## config.mk

```make
export PLATFORM = sky130hd
export DESIGN_NAME = dpsh_host
export DESIGN_NICKNAME = d
export VERILOG_FILES = /design/src/dpsh_host.v
export VERILOG_INCLUDE_DIRS = /design/src /design/src/shared
export SDC_FILE = /design/constraint.sdc
export NUM_CORES = 1
export LEC_CHECK = 0
export ABC_AREA = 0
export BUFFER_PORTS_ARGS = -buffer_cell sky130_fd_sc_hd__buf_4
export CAP_MARGIN = 20
export CORE_MARGIN = 2
export CORE_UTILIZATION = 40
export DETAILED_ROUTE_END_ITERATION = 6
export PLACE_DENSITY = 0.7
export RECOVER_POWER = 100
export SLEW_MARGIN = 15
export SYNTH_ARGS = -nofsm -noshare
export SYNTH_HDL_FRONTEND = slang
export SYNTH_SLANG_ARGS = --single-unit
```

## constraint.sdc

```tcl
create_clock -name sys_clk_i -period 2.2 [get_ports sys_clk_i]
set_input_delay 0.44 -clock sys_clk_i [delete_from_list [all_inputs] [get_ports sys_clk_i]]
set_output_delay 0.44 -clock sys_clk_i [all_outputs]
set_load 0.01 [all_outputs]
```

## src/shared/dpsh_map.vh

```
// dpsh_map.vh: constants for the dual-port sram host port controller
// assumes a 20 MHz system clock; all counts but the synchroniser depth derive from ns figures
`ifndef DPSH_MAP_VH
`define DPSH_MAP_VH

// =====================================================================
// clock
// =====================================================================
`define DPSH_CLK_PERIOD_NS   50

// =====================================================================
// device timing figures in ns
// =====================================================================
`define DPSH_T_WP_NS         25    // write pulse width
`define DPSH_T_WZ_NS         20    // strobe low to outputs off
`define DPSH_T_DW_NS         15    // data setup to write end
`define DPSH_T_DH_NS         0     // data hold after write
`define DPSH_T_AS_NS         0     // address setup
`define DPSH_T_WR_NS         2     // write recovery
`define DPSH_T_SWRD_NS       5     // flag write to read
`define DPSH_T_AA_NS         35    // access time for reads
`define DPSH_T_HZ_NS         20    // output off after read

// =====================================================================
// derived counts, least times rounded up, at least one cycle
// =====================================================================
`define DPSH_CYC(ns) (((ns) + `DPSH_CLK_PERIOD_NS - 1) / `DPSH_CLK_PERIOD_NS)
`define DPSH_MIN1(c) (((c) < 1) ? 1 : (c))
`define DPSH_WP_CYC   `DPSH_MIN1(`DPSH_CYC(`DPSH_T_WP_NS))
`define DPSH_WZDW_CYC `DPSH_MIN1(`DPSH_CYC(`DPSH_T_WZ_NS + `DPSH_T_DW_NS))
`define DPSH_WZ_CYC   `DPSH_MIN1(`DPSH_CYC(`DPSH_T_WZ_NS))
`define DPSH_DH_CYC   `DPSH_MIN1(`DPSH_CYC(`DPSH_T_DH_NS))
`define DPSH_AS_CYC   `DPSH_MIN1(`DPSH_CYC(`DPSH_T_AS_NS))
`define DPSH_WR_CYC   `DPSH_MIN1(`DPSH_CYC(`DPSH_T_WR_NS))
`define DPSH_SWRD_CYC `DPSH_MIN1(`DPSH_CYC(`DPSH_T_SWRD_NS))
`define DPSH_AA_CYC   `DPSH_MIN1(`DPSH_CYC(`DPSH_T_AA_NS))
`define DPSH_HZ_CYC   `DPSH_MIN1(`DPSH_CYC(`DPSH_T_HZ_NS))
`define DPSH_SYNC_CYC 2     // data pin synchroniser depth

// =====================================================================
// widths and reset values
// =====================================================================
`define DPSH_AW          14
`define DPSH_DW          9
`define DPSH_CW          4
`define DPSH_CNT_ZERO    4'h0
`define DPSH_CNT_ONE     4'h1
`define DPSH_ADDR_ZERO   14'h0000
`define DPSH_DATA_ZERO   9'h000
`define DPSH_FLAG_ADDR_W 3

`endif

```

## src/dpsh_host.v

```verilog
// dpsh_host.v: host controller for one port of a dual-port static ram
// assumes the device pins are wired directly; data pins are split into
// input, output and enable; the bench resolves the shared wire.
//
// Summary of operation
// - array access drives chip select low with flag select high, flag access the reverse, held all cycle.
// - strobe and chip select are high whenever the address changes.
// - write data is not driven while the device may still drive the data pins.
// - with output enable low the strobe pulse covers turn-off plus data setup, else just the pulse width.
// - chip select stays high across a flag write and the following flag read.
// - a flag read waits the write-to-read interval after a flag write.
// - write data is held at least the hold time after the write ends.
// - both ports use identical sequencing, so this controller serves either port.
`timescale 1ns/1ps
`include "dpsh_map.vh"

module dpsh_host
(
    // clock and reset
    input  wire                     sys_clk_i,
    input  wire                     rst_b_i,
    // user request
    input  wire                     req_valid_i,
    input  wire                     req_write_i,
    input  wire                     req_flag_i,
    input  wire                     req_oe_low_i,
    input  wire [`DPSH_AW-1:0]      req_addr_i,
    input  wire [`DPSH_DW-1:0]      req_wdata_i,
    output wire                     req_ready_o,
    // user answer
    output reg                      rsp_valid_o,
    output reg  [`DPSH_DW-1:0]      rsp_rdata_o,
    // device pins
    output reg                      chip_sel_n_o,
    output reg                      flag_select_n_o,
    output reg                      rw_n_o,
    output reg                      out_en_n_o,
    output reg  [`DPSH_AW-1:0]      addr_o,
    output reg  [`DPSH_DW-1:0]      data_o,
    output reg                      data_oe_o,
    input  wire [`DPSH_DW-1:0]      data_i
);

    // =================================================================
    // states
    // =================================================================
    localparam [2:0] ST_IDLE  = 3'd0;
    localparam [2:0] ST_SETUP = 3'd1;
    localparam [2:0] ST_PULSE = 3'd2;
    localparam [2:0] ST_HOLD  = 3'd3;
    localparam [2:0] ST_READ  = 3'd4;
    localparam [2:0] ST_REC   = 3'd5;

    // =================================================================
    // state and datapath registers
    // =================================================================
    reg  [2:0]           state_reg;
    reg  [`DPSH_CW-1:0]  cnt_reg;
    reg                  write_reg;
    reg                  flag_reg;
    reg                  oe_low_reg;
    reg                  flag_wr_gap_reg;
    reg  [`DPSH_CW-1:0]  gap_cnt_reg;
    reg  [`DPSH_DW-1:0]  data_s1_reg;
    reg  [`DPSH_DW-1:0]  data_s2_reg;

    // cycles-to-load helper
    function [`DPSH_CW-1:0] dpsh_len;
        input integer cyc;
        begin
            dpsh_len = cyc[`DPSH_CW-1:0];
        end
    endfunction

    // flag read blocked until the write-to-read gap has passed
    wire gap_block = flag_wr_gap_reg & req_flag_i & ~req_write_i;
    assign req_ready_o = (state_reg == ST_IDLE) & ~gap_block;
    wire take = req_valid_i & req_ready_o;

    // strobe pulse length depends on output enable level
    wire [`DPSH_CW-1:0] pulse_len = oe_low_reg ?
        ((`DPSH_WZDW_CYC > `DPSH_WP_CYC) ? dpsh_len(`DPSH_WZDW_CYC)
                                         : dpsh_len(`DPSH_WP_CYC))
        : dpsh_len(`DPSH_WP_CYC);

    // data pin synchroniser, second stage only is read
    always @(posedge sys_clk_i)
    begin
        data_s1_reg <= data_i;
        data_s2_reg <= data_s1_reg;
    end

    // flag write to read gap tracker
    always @(posedge sys_clk_i)
    begin
        if (!rst_b_i)
        begin
            flag_wr_gap_reg <= 1'b0;
            gap_cnt_reg     <= `DPSH_CNT_ZERO;
        end
        else if (state_reg == ST_HOLD && flag_reg && cnt_reg == `DPSH_CNT_ONE)
        begin
            flag_wr_gap_reg <= 1'b1;
            gap_cnt_reg     <= dpsh_len(`DPSH_SWRD_CYC);
        end
        else if (flag_wr_gap_reg)
        begin
            if (gap_cnt_reg == `DPSH_CNT_ONE)
                flag_wr_gap_reg <= 1'b0;
            gap_cnt_reg <= gap_cnt_reg - `DPSH_CNT_ONE;
        end
    end

    // main sequencer
    always @(posedge sys_clk_i)
    begin
        if (!rst_b_i)
        begin
            state_reg       <= ST_IDLE;
            cnt_reg         <= `DPSH_CNT_ZERO;
            write_reg       <= 1'b0;
            flag_reg        <= 1'b0;
            oe_low_reg      <= 1'b0;
            chip_sel_n_o    <= 1'b1;
            flag_select_n_o <= 1'b1;
            rw_n_o          <= 1'b1;
            out_en_n_o      <= 1'b1;
            addr_o          <= `DPSH_ADDR_ZERO;
            data_o          <= `DPSH_DATA_ZERO;
            data_oe_o       <= 1'b0;
            rsp_valid_o     <= 1'b0;
            rsp_rdata_o     <= `DPSH_DATA_ZERO;
        end
        else
        begin
            rsp_valid_o <= 1'b0;
            case (state_reg)
                ST_IDLE:
                begin
                    if (take)
                    begin
                        // address moves only while both selects and strobe are high
                        addr_o     <= req_addr_i;
                        data_o     <= req_wdata_i;
                        write_reg  <= req_write_i;
                        flag_reg   <= req_flag_i;
                        oe_low_reg <= req_oe_low_i;
                        cnt_reg    <= dpsh_len(`DPSH_AS_CYC);
                        state_reg  <= ST_SETUP;
                    end
                end
                ST_SETUP:
                begin
                    if (cnt_reg == `DPSH_CNT_ONE)
                    begin
                        // on a write the strobe falls together with the select: outputs stay off
                        rw_n_o          <= ~write_reg;
                        chip_sel_n_o    <= flag_reg;
                        flag_select_n_o <= ~flag_reg;
                        out_en_n_o      <= write_reg ? ~oe_low_reg : 1'b0;
                        if (write_reg)
                        begin
                            // select falls with strobe, so device pins never turn on
                            data_oe_o <= 1'b1;
                            cnt_reg   <= pulse_len;
                            state_reg <= ST_PULSE;
                        end
                        else
                        begin
                            cnt_reg   <= dpsh_len(`DPSH_AA_CYC + `DPSH_SYNC_CYC);
                            state_reg <= ST_READ;
                        end
                    end
                    else
                        cnt_reg <= cnt_reg - `DPSH_CNT_ONE;
                end
                ST_PULSE:
                begin
                    // data stands through the pulse; overlap defines the write
                    if (cnt_reg == `DPSH_CNT_ONE)
                    begin
                        rw_n_o          <= 1'b1;
                        chip_sel_n_o    <= 1'b1;
                        flag_select_n_o <= 1'b1;
                        out_en_n_o      <= 1'b1;
                        cnt_reg         <= dpsh_len(`DPSH_DH_CYC);
                        state_reg       <= ST_HOLD;
                    end
                    else
                        cnt_reg <= cnt_reg - `DPSH_CNT_ONE;
                end
                ST_HOLD:
                begin
                    // data kept after write end for the hold time
                    if (cnt_reg == `DPSH_CNT_ONE)
                    begin
                        data_oe_o   <= 1'b0;
                        rsp_valid_o <= 1'b1;
                        rsp_rdata_o <= data_o;
                        cnt_reg     <= dpsh_len(`DPSH_WR_CYC);
                        state_reg   <= ST_REC;
                    end
                    else
                        cnt_reg <= cnt_reg - `DPSH_CNT_ONE;
                end
                ST_READ:
                begin
                    // capture after access time plus synchroniser delay
                    if (cnt_reg == `DPSH_CNT_ONE)
                    begin
                        rsp_valid_o     <= 1'b1;
                        rsp_rdata_o     <= data_s2_reg;
                        chip_sel_n_o    <= 1'b1;
                        flag_select_n_o <= 1'b1;
                        rw_n_o          <= 1'b1;
                        out_en_n_o      <= 1'b1;
                        cnt_reg         <= dpsh_len(`DPSH_HZ_CYC);
                        state_reg       <= ST_REC;
                    end
                    else
                        cnt_reg <= cnt_reg - `DPSH_CNT_ONE;
                end
                ST_REC:
                begin
                    if (cnt_reg == `DPSH_CNT_ONE)
                        state_reg <= ST_IDLE;
                    else
                        cnt_reg <= cnt_reg - `DPSH_CNT_ONE;
                end
                default:
                    state_reg <= ST_IDLE;
            endcase
        end
    end

endmodule

```

==> results.yml, run 1 <==
synthesis:
  postSynthRegisterBits: 71
  synth_top_cell_area_share_pct: 51.9
  syn_inst: 285
  yosysSeqAreaShare_pct: 51.9
  asyncSetResetFlopFracSynth_pct: 0
  yosys_warnings: 0
  synth_top_area_cell: "sky130_fd_sc_hd__dfxtp_1"
  ys.flop_type: "sky130_fd_sc_hd__dfxtp_1"
  synth_top_cells_by_area: "sky130_fd_sc_hd__dfxtp_1 52%, sky130_fd_sc_hd__nand2_1 8.5%, sky130_fd_sc_hd__a21oi_1 5.8%"
  post_synthesis_cell_type_count: 52
  synth_fp_nets: 327
  netlist_area_sq_um: 2740
  synthesis.area_per_instance_sq_um: 9.61
  synth-edff-count: 0
cells_and_area:
  post_route_cells_drive_above_1_share_pct: 21.2
  antenna_cells: 0
  reg_with_most_ffs: "addr_o"
  syn2layout_area_growth_pct: 23.6
  nNetsFinal: 405
  max_ffs_per_register: 14
  finish.utilization_pct: 50.4
timing:
  fmax_mhz: 542
  maxSlewViolCount: 0
  worstMarginPinSlew_ns: 0.449
  post_layout_min_period_ns: 1.85
  hold_viol_final: 0
  finalCritPeriodShare_pct: 83.9
  finClkSkew_ns: 0.00732
  slew_headroom_pct: 70.0
  sum_of_negative_setup_slack_ns: 0
  rsz0062_at_grt: "false"
  final-setup-viol-count: 0
cts:
  postCtsSetupBuffers: 0
  cts_root_buf: "sky130_fd_sc_hd__clkbuf_8"
  clock_buffer_count_from_cts: 9
  cts-hold-fix-buffers: 0
  cts_tree: "done"
  clk_pin_slew_ns: 0.08
  clock_path_buffers: 2
  clk_latency_ns: 0.34
  clock-sinks: 71
  postCtsResizedCells: 0
  htreeDepth: 3
global_routing:
  grt_overflow: 0
  grt_antenna_before_repair: 0
  maximum_number_of_pins_on_one_net_before_global_route_repair: 27
  vias_in_the_first_global_route: 2094
  grt_resource_usage_total_pct: 16.5
  wire_length_of_the_first_global_routing_pass_um: 9630
setup_path:
  startpoint_type: "flip-flop"
  worst_r2r_endpoint: "rsp_rdata_o[1]"
  worst_ep_arrival_time_ns: 1.41
  critical_path.endpoint_type: "primary output"
  timing.reg2reg.worst_path_depth: 6
  timing_worst_setup_path_type: "flip-flop to primary output"
  worst-r2r-setup-slack_ns: 0.46
  worst-endpoint-required_ns: 1.76
  path_max_fanout: 9
  rr_startpoint: "cnt_reg[0]"
pwr:
  power.static_leakage_nw: 1.29
  max-vdd-ir-drop_mv: 0.465
  total_power_mw: 3.65
  power.density_nw_per_um2: 1080
placement:
  dp_hpwl_um: 4100
  gp_routability_congestion: 0.863
  port_buffers: 76
drt:
  route.final.wire_length_um: 5760
  routed-via-count: 2189
  remaining_drc_errors: 0
  antenna_violating_nets_post_route: 0
  firstDrtPassIters: 4
  detailedRoute.firstIterationViolations: 84
  drt-wirelength-per-cell_um: 12.9
  detail_route.vias_per_cell: 4.89
die:
  die-area_sq_um: 7530
  floorplan.die.width_um: 86.8
  die_h_um: 86.8
  initial_utilization_pct: 40.8
  io_pins: 77
  floorplan_row_count: 30
  coreArea_sq_um: 6720
run:
  drv_cap: 0
worst_hold_path:
  timing.hold.worst_endpoint: "data_s1_reg[3]"
  hold-path-cell-count: 1
  worst_hold_startpoint: "data_i[3]"
  holdCritPathClass: "input port to flip-flop"
outcome:
  run_status: "finished clean"
worst max-delay path: stages (launching register included):
cell,delay [ns]
sky130_fd_sc_hd__dfxtp_1,0.34
sky130_fd_sc_hd__buf_4,0.18
sky130_fd_sc_hd__nor3_4,0.27
sky130_fd_sc_hd__and2_0,0.16
sky130_fd_sc_hd__buf_4,0.12
layer usage:
metal	global-route usage, %	wire, um
met3	4.76	285
met1	21.0	2640
met4	8.10	102
met2	25.5	2730
met5	0	0
layout make-up:
class	count	area (sq um)
Fill cell	642	3330
Sequential cell	71	1420
Multi-Input combinational cell	189	1140
Timing Repair Buffer	85	489
Clock buffer	10	138
Tap cell	80	100
Clock inverter	6	70.1
Inverter	7	26.3
how the worst max path moves through the flow:
stage | startpoint | end | slack (ns) | depth (start not counted)
floorplan | cnt_reg[0] | state_reg[2] | 0.70 | 5
global placement | cnt_reg[0] | rsp_rdata_o[3] | 0.53 | 6
detailed placement | cnt_reg[0] | rsp_rdata_o[7] | 0.46 | 6
CTS | state_reg[2] | req_ready_o | 0.32 | 4
global route | state_reg[2] | req_ready_o | 0.25 | 4
finish | state_reg[2] | req_ready_o | 0.35 | 4
cell usage in the layout, fill, tap and decap left out, types with 2 or more instances in the layout:
cell type and instances:
sky130_fd_sc_hd__a211oi_1 6, sky130_fd_sc_hd__a211oi_2 6, sky130_fd_sc_hd__a21oi_1 32, sky130_fd_sc_hd__a2bb2oi_1 4
sky130_fd_sc_hd__and2_0 2, sky130_fd_sc_hd__and2b_1 2, sky130_fd_sc_hd__buf_4 36, sky130_fd_sc_hd__clkbuf_1 39
sky130_fd_sc_hd__clkbuf_4 9, sky130_fd_sc_hd__clkbuf_8 10, sky130_fd_sc_hd__clkinv_4 2, sky130_fd_sc_hd__clkinvlp_4 3
sky130_fd_sc_hd__dfxtp_1 71, sky130_fd_sc_hd__ha_1 4, sky130_fd_sc_hd__inv_1 5, sky130_fd_sc_hd__inv_2 2
sky130_fd_sc_hd__mux2i_1 10, sky130_fd_sc_hd__nand2_1 62, sky130_fd_sc_hd__nand2b_1 2, sky130_fd_sc_hd__nand3_1 2
sky130_fd_sc_hd__nor2_1 17, sky130_fd_sc_hd__nor2b_1 3, sky130_fd_sc_hd__nor3_1 3, sky130_fd_sc_hd__nor3b_2 2
sky130_fd_sc_hd__o211ai_1 3, sky130_fd_sc_hd__o21a_1 2, sky130_fd_sc_hd__o21ai_0 2, sky130_fd_sc_hd__or3_1 2
sky130_fd_sc_hd__xnor2_1 2, sky130_fd_sc_hd__xor2_1 2
stage by stage:
step / hold slack [ns] / instance area (sq um) / cells / setup slack (ns)
after CTS: 0.177 / 3560 / 448 / 0.315
final: 0.213 / 3390 / 448 / 0.353
after floorplan: 0.310 / 2740 / 285 / 0.704
after detailed placement: 0.313 / 3350 / 432 / 0.459
after global placement: 0.311 / 3350 / 432 / 0.530
after global routing: 0.192 / 3390 / 448 / 0.250
logic make-up after synthesis:
logic type	synth area share [%]
xor gates and xnor gates	1.28
AOI/OAI and AO/OA	16.9
muxes	3.65
and+or+nand+nor	18.9
adders and majority gates	1.83
DFF	51.9
buffers and inverters	5.52
power breakdown:
group | internal (mW) | total [mW] | switching [mW] | leakage [nW]
registers | 1.45 | 1.60 | 0.147 | 0.584
clock network | 0.557 | 1.05 | 0.492 | 0.0947
logic | 0.436 | 1.00 | 0.568 | 0.614
total | 2.44 | 3.65 | 1.21 | 1.29
cell usage after synthesis, types with 3 or more instances:
cell and count:
sky130_fd_sc_hd__dfxtp_1 71, sky130_fd_sc_hd__nand2_1 62, sky130_fd_sc_hd__a21oi_1 32, sky130_fd_sc_hd__nor2_1 17, sky130_fd_sc_hd__mux2i_1 10, sky130_fd_sc_hd__a211oi_2 9
sky130_fd_sc_hd__inv_1 5, sky130_fd_sc_hd__a2bb2oi_1 4, sky130_fd_sc_hd__clkbuf_1 4, sky130_fd_sc_hd__ha_1 4, sky130_fd_sc_hd__a211oi_1 3, sky130_fd_sc_hd__buf_1 3
sky130_fd_sc_hd__buf_4 3, sky130_fd_sc_hd__buf_6 3, sky130_fd_sc_hd__nor2b_1 3, sky130_fd_sc_hd__nor3_1 3, sky130_fd_sc_hd__o211ai_1 3
Power figures use the tool's default switching activity.
==> run 2, diff against run 1 <==
--- a/config.mk
+++ b/config.mk
@@ -12,7 +12,7 @@
 export CORE_MARGIN = 2
 export CORE_UTILIZATION = 40
 export DETAILED_ROUTE_END_ITERATION = 6
-export PLACE_DENSITY = 0.7
+export PLACE_DENSITY = 0.72
 export RECOVER_POWER = 100
 export SLEW_MARGIN = 15
 export SYNTH_ARGS = -nofsm -noshare
==> constraint.sdc (replaced) <==
create_clock -name sys_clk_i -period 1.6 [get_ports sys_clk_i]
set_input_delay 0.32 -clock sys_clk_i [delete_from_list [all_inputs] [get_ports sys_clk_i]]
set_output_delay 0.32 -clock sys_clk_i [all_outputs]
set_load 0.01 [all_outputs]
==> run 2 against run 1 <==
The run now ends with setup timing left. Count of clock-buffer cells in the layout did not move. Sequential power rose by 36%. Design area rose by 8.1%. Total power rose by 45%. Critical path depth rose by 3. Worst setup slack got worse by 0.35 ns. Clock power rose by 20%. Global-route usage rose by 0.73 points. Register-to-register slack got worse by 0.46 ns. Clock skew fell by 0.00052 ns. Utilization rose by 4.1 points. Combinational power rose by 85%. Critical path type is now flip-flop to flip-flop. Critical endpoint is now state_reg[2]. Largest power group unchanged.
==> results.yml, run 2 (synthesized netlist as in run 1, its figures left out) <==
cells_and_area:
  max_ffs_per_register: 14
  seq_area_sq_um: 1430
  nNetsFinal: 428
  nFillCells: 643
  antenna_cells: 0
  mostFrequentLayoutCells: "67 x sky130_fd_sc_hd__dfxtp_1, 60 x sky130_fd_sc_hd__nand2_1, 57 x sky130_fd_sc_hd__buf_4"
  most_common_cell_after_layout_fill_and_taps_aside: "sky130_fd_sc_hd__dfxtp_1"
  reg_with_most_ffs: "addr_o"
  multi_input_comb_area_sq_um: 1220
  syn2layout_area_growth_pct: 33.5
  post_route_cells_drive_above_1_share_pct: 30.9
cts:
  cts_root_buf: "sky130_fd_sc_hd__clkbuf_8"
  cts_tree: "done"
  clock_buffer_count_from_cts: 9
  clock_path_buffers: 2
  clk_pin_slew_ns: 0.08
  clock-sinks: 71
  htreeDepth: 3
  clk_latency_ns: 0.34
timing:
  final-setup-viol-count: 1
  hold_viol_final: 0
  rsz0062_at_grt: "true"
  fmax_mhz: 625
  finalCritPeriodShare_pct: 100
  finClkSkew_ns: 0.00679
  maxSlewViolCount: 0
  setup_slack_ns: -0.000473
  post_layout_min_period_ns: 1.60
  worstMarginPinSlew_ns: 0.342
  slew_headroom_pct: 76.8
  sum_of_negative_setup_slack_ns: -0.000473
outcome:
  run_status: "finished, violations left"
  violations: "setup timing"
placement:
  port_buffers: 76
  gp_routability_congestion: 0.865
  dp_hpwl_um: 4280
  dpl_ws_ns: -0.111
global_routing:
  grt_overflow: 0
  grt_resource_usage_total_pct: 17.2
  grt_antenna_before_repair: 0
  wire_length_of_the_first_global_routing_pass_um: 10100
  vias_in_the_first_global_route: 2243
  maximum_number_of_pins_on_one_net_before_global_route_repair: 27
setup_path:
  startpoint_type: "flip-flop"
  worst_ep_arrival_time_ns: 1.87
  worst-endpoint-required_ns: 1.87
  timing_worst_setup_path_type: "flip-flop to flip-flop"
  path_max_fanout: 7
  critical_path.endpoint_type: "flip-flop"
pwr:
  max-vdd-ir-drop_mv: 0.738
  power.density_nw_per_um2: 1450
  power.static_leakage_nw: 1.43
  total_power_mw: 5.30
die:
  floorplan.die.width_um: 86.8
  coreArea_sq_um: 6720
  floorplan_row_count: 30
  io_pins: 77
  die-area_sq_um: 7530
  die_h_um: 86.8
  initial_utilization_pct: 40.8
drt:
  routed-via-count: 2342
  route.final.wire_length_um: 6270
  detailedRoute.firstIterationViolations: 65
  remaining_drc_errors: 0
  detail_route.vias_per_cell: 4.97
  drt-wirelength-per-cell_um: 13.3
  firstDrtPassIters: 4
  antenna_violating_nets_post_route: 0
run:
  drv_cap: 0
worst_hold_path:
  holdCritPathClass: "input port to flip-flop"
==> run 2: changes by cell type in the layout (fill, tap and decap cells not counted), sizes merged <==
cell    previous run  this run
buf               36        60
bufinv             1         0
clkbuf            59        58
clkinv             2         1
inv                7         9
==> run 2: per-stage QoR <==
stage	utilization (%)	area [sq um]	hold slack [ns]	cells
after CTS	54.8	3680	0.0579	463
after global routing	54.5	3660	0.0721	471
final	54.5	3660	0.0955	471
after floorplan	-	2740	0.310	285
after detailed placement	51.4	3450	0.312	442
after global placement	51.4	3450	0.311	442
==> run 2: layout make-up <==
| class | count | area share [%] |
|---|---|---|
| Clock buffer | 10 | 3.49 |
| Clock inverter | 6 | 1.23 |
| Inverter | 7 | 0.718 |
| Multi-Input combinational cell | 189 | 33.2 |
| Sequential cell | 71 | 39.1 |
| Tap cell | 80 | 2.74 |
| Timing Repair Buffer | 108 | 19.5 |
==> run 2: path summary, 6_finish.rpt <==
path,from,to,slack [ns],cells after the start
worst max-delay path,cnt_reg[1],state_reg[2],-0.0005,7
worst min-delay path,data_i[4],data_s1_reg[4],0.1,1
worst max register to register,cnt_reg[1],state_reg[2],-0.0005,7
worst min register to register,data_s1_reg[5],data_s2_reg[5],0.33,0
==> run 2: where the power goes <==
group	switching, mW	leakage (nW)	internal (mW)
registers	0.185	0.586	2.00
logic	0.943	0.767	0.911
clock network	0.691	0.0793	0.570
==> run 2: critical path: stages, from the launching register on <==
cell	delay [ns]
sky130_fd_sc_hd__dfxtp_2	0.33
sky130_fd_sc_hd__inv_2	0.07
sky130_fd_sc_hd__ha_4	0.13
sky130_fd_sc_hd__nor3b_4	0.34
sky130_fd_sc_hd__buf_4	0.19
sky130_fd_sc_hd__nand2_2	0.05
sky130_fd_sc_hd__or3_1	0.30
sky130_fd_sc_hd__a21oi_1	0.12
==> run 2: repair_timing <==
action,in CTS,in global routing
buffers inserted,5,7
resized for setup,6,13
pin swaps,3,9
hold buffers,0,0
cloned,0,1
setup endpoints to repair,17,21
==> run 2: layer usage <==
layer,GRT usage (%),share of wire (%),vias to the layer above
met5,0,0,-
met4,5.68,0.81,0
met3,6.00,4.9,10
met2,27.5,50,46
met1,21.7,44,1118
li1,-,-,1168
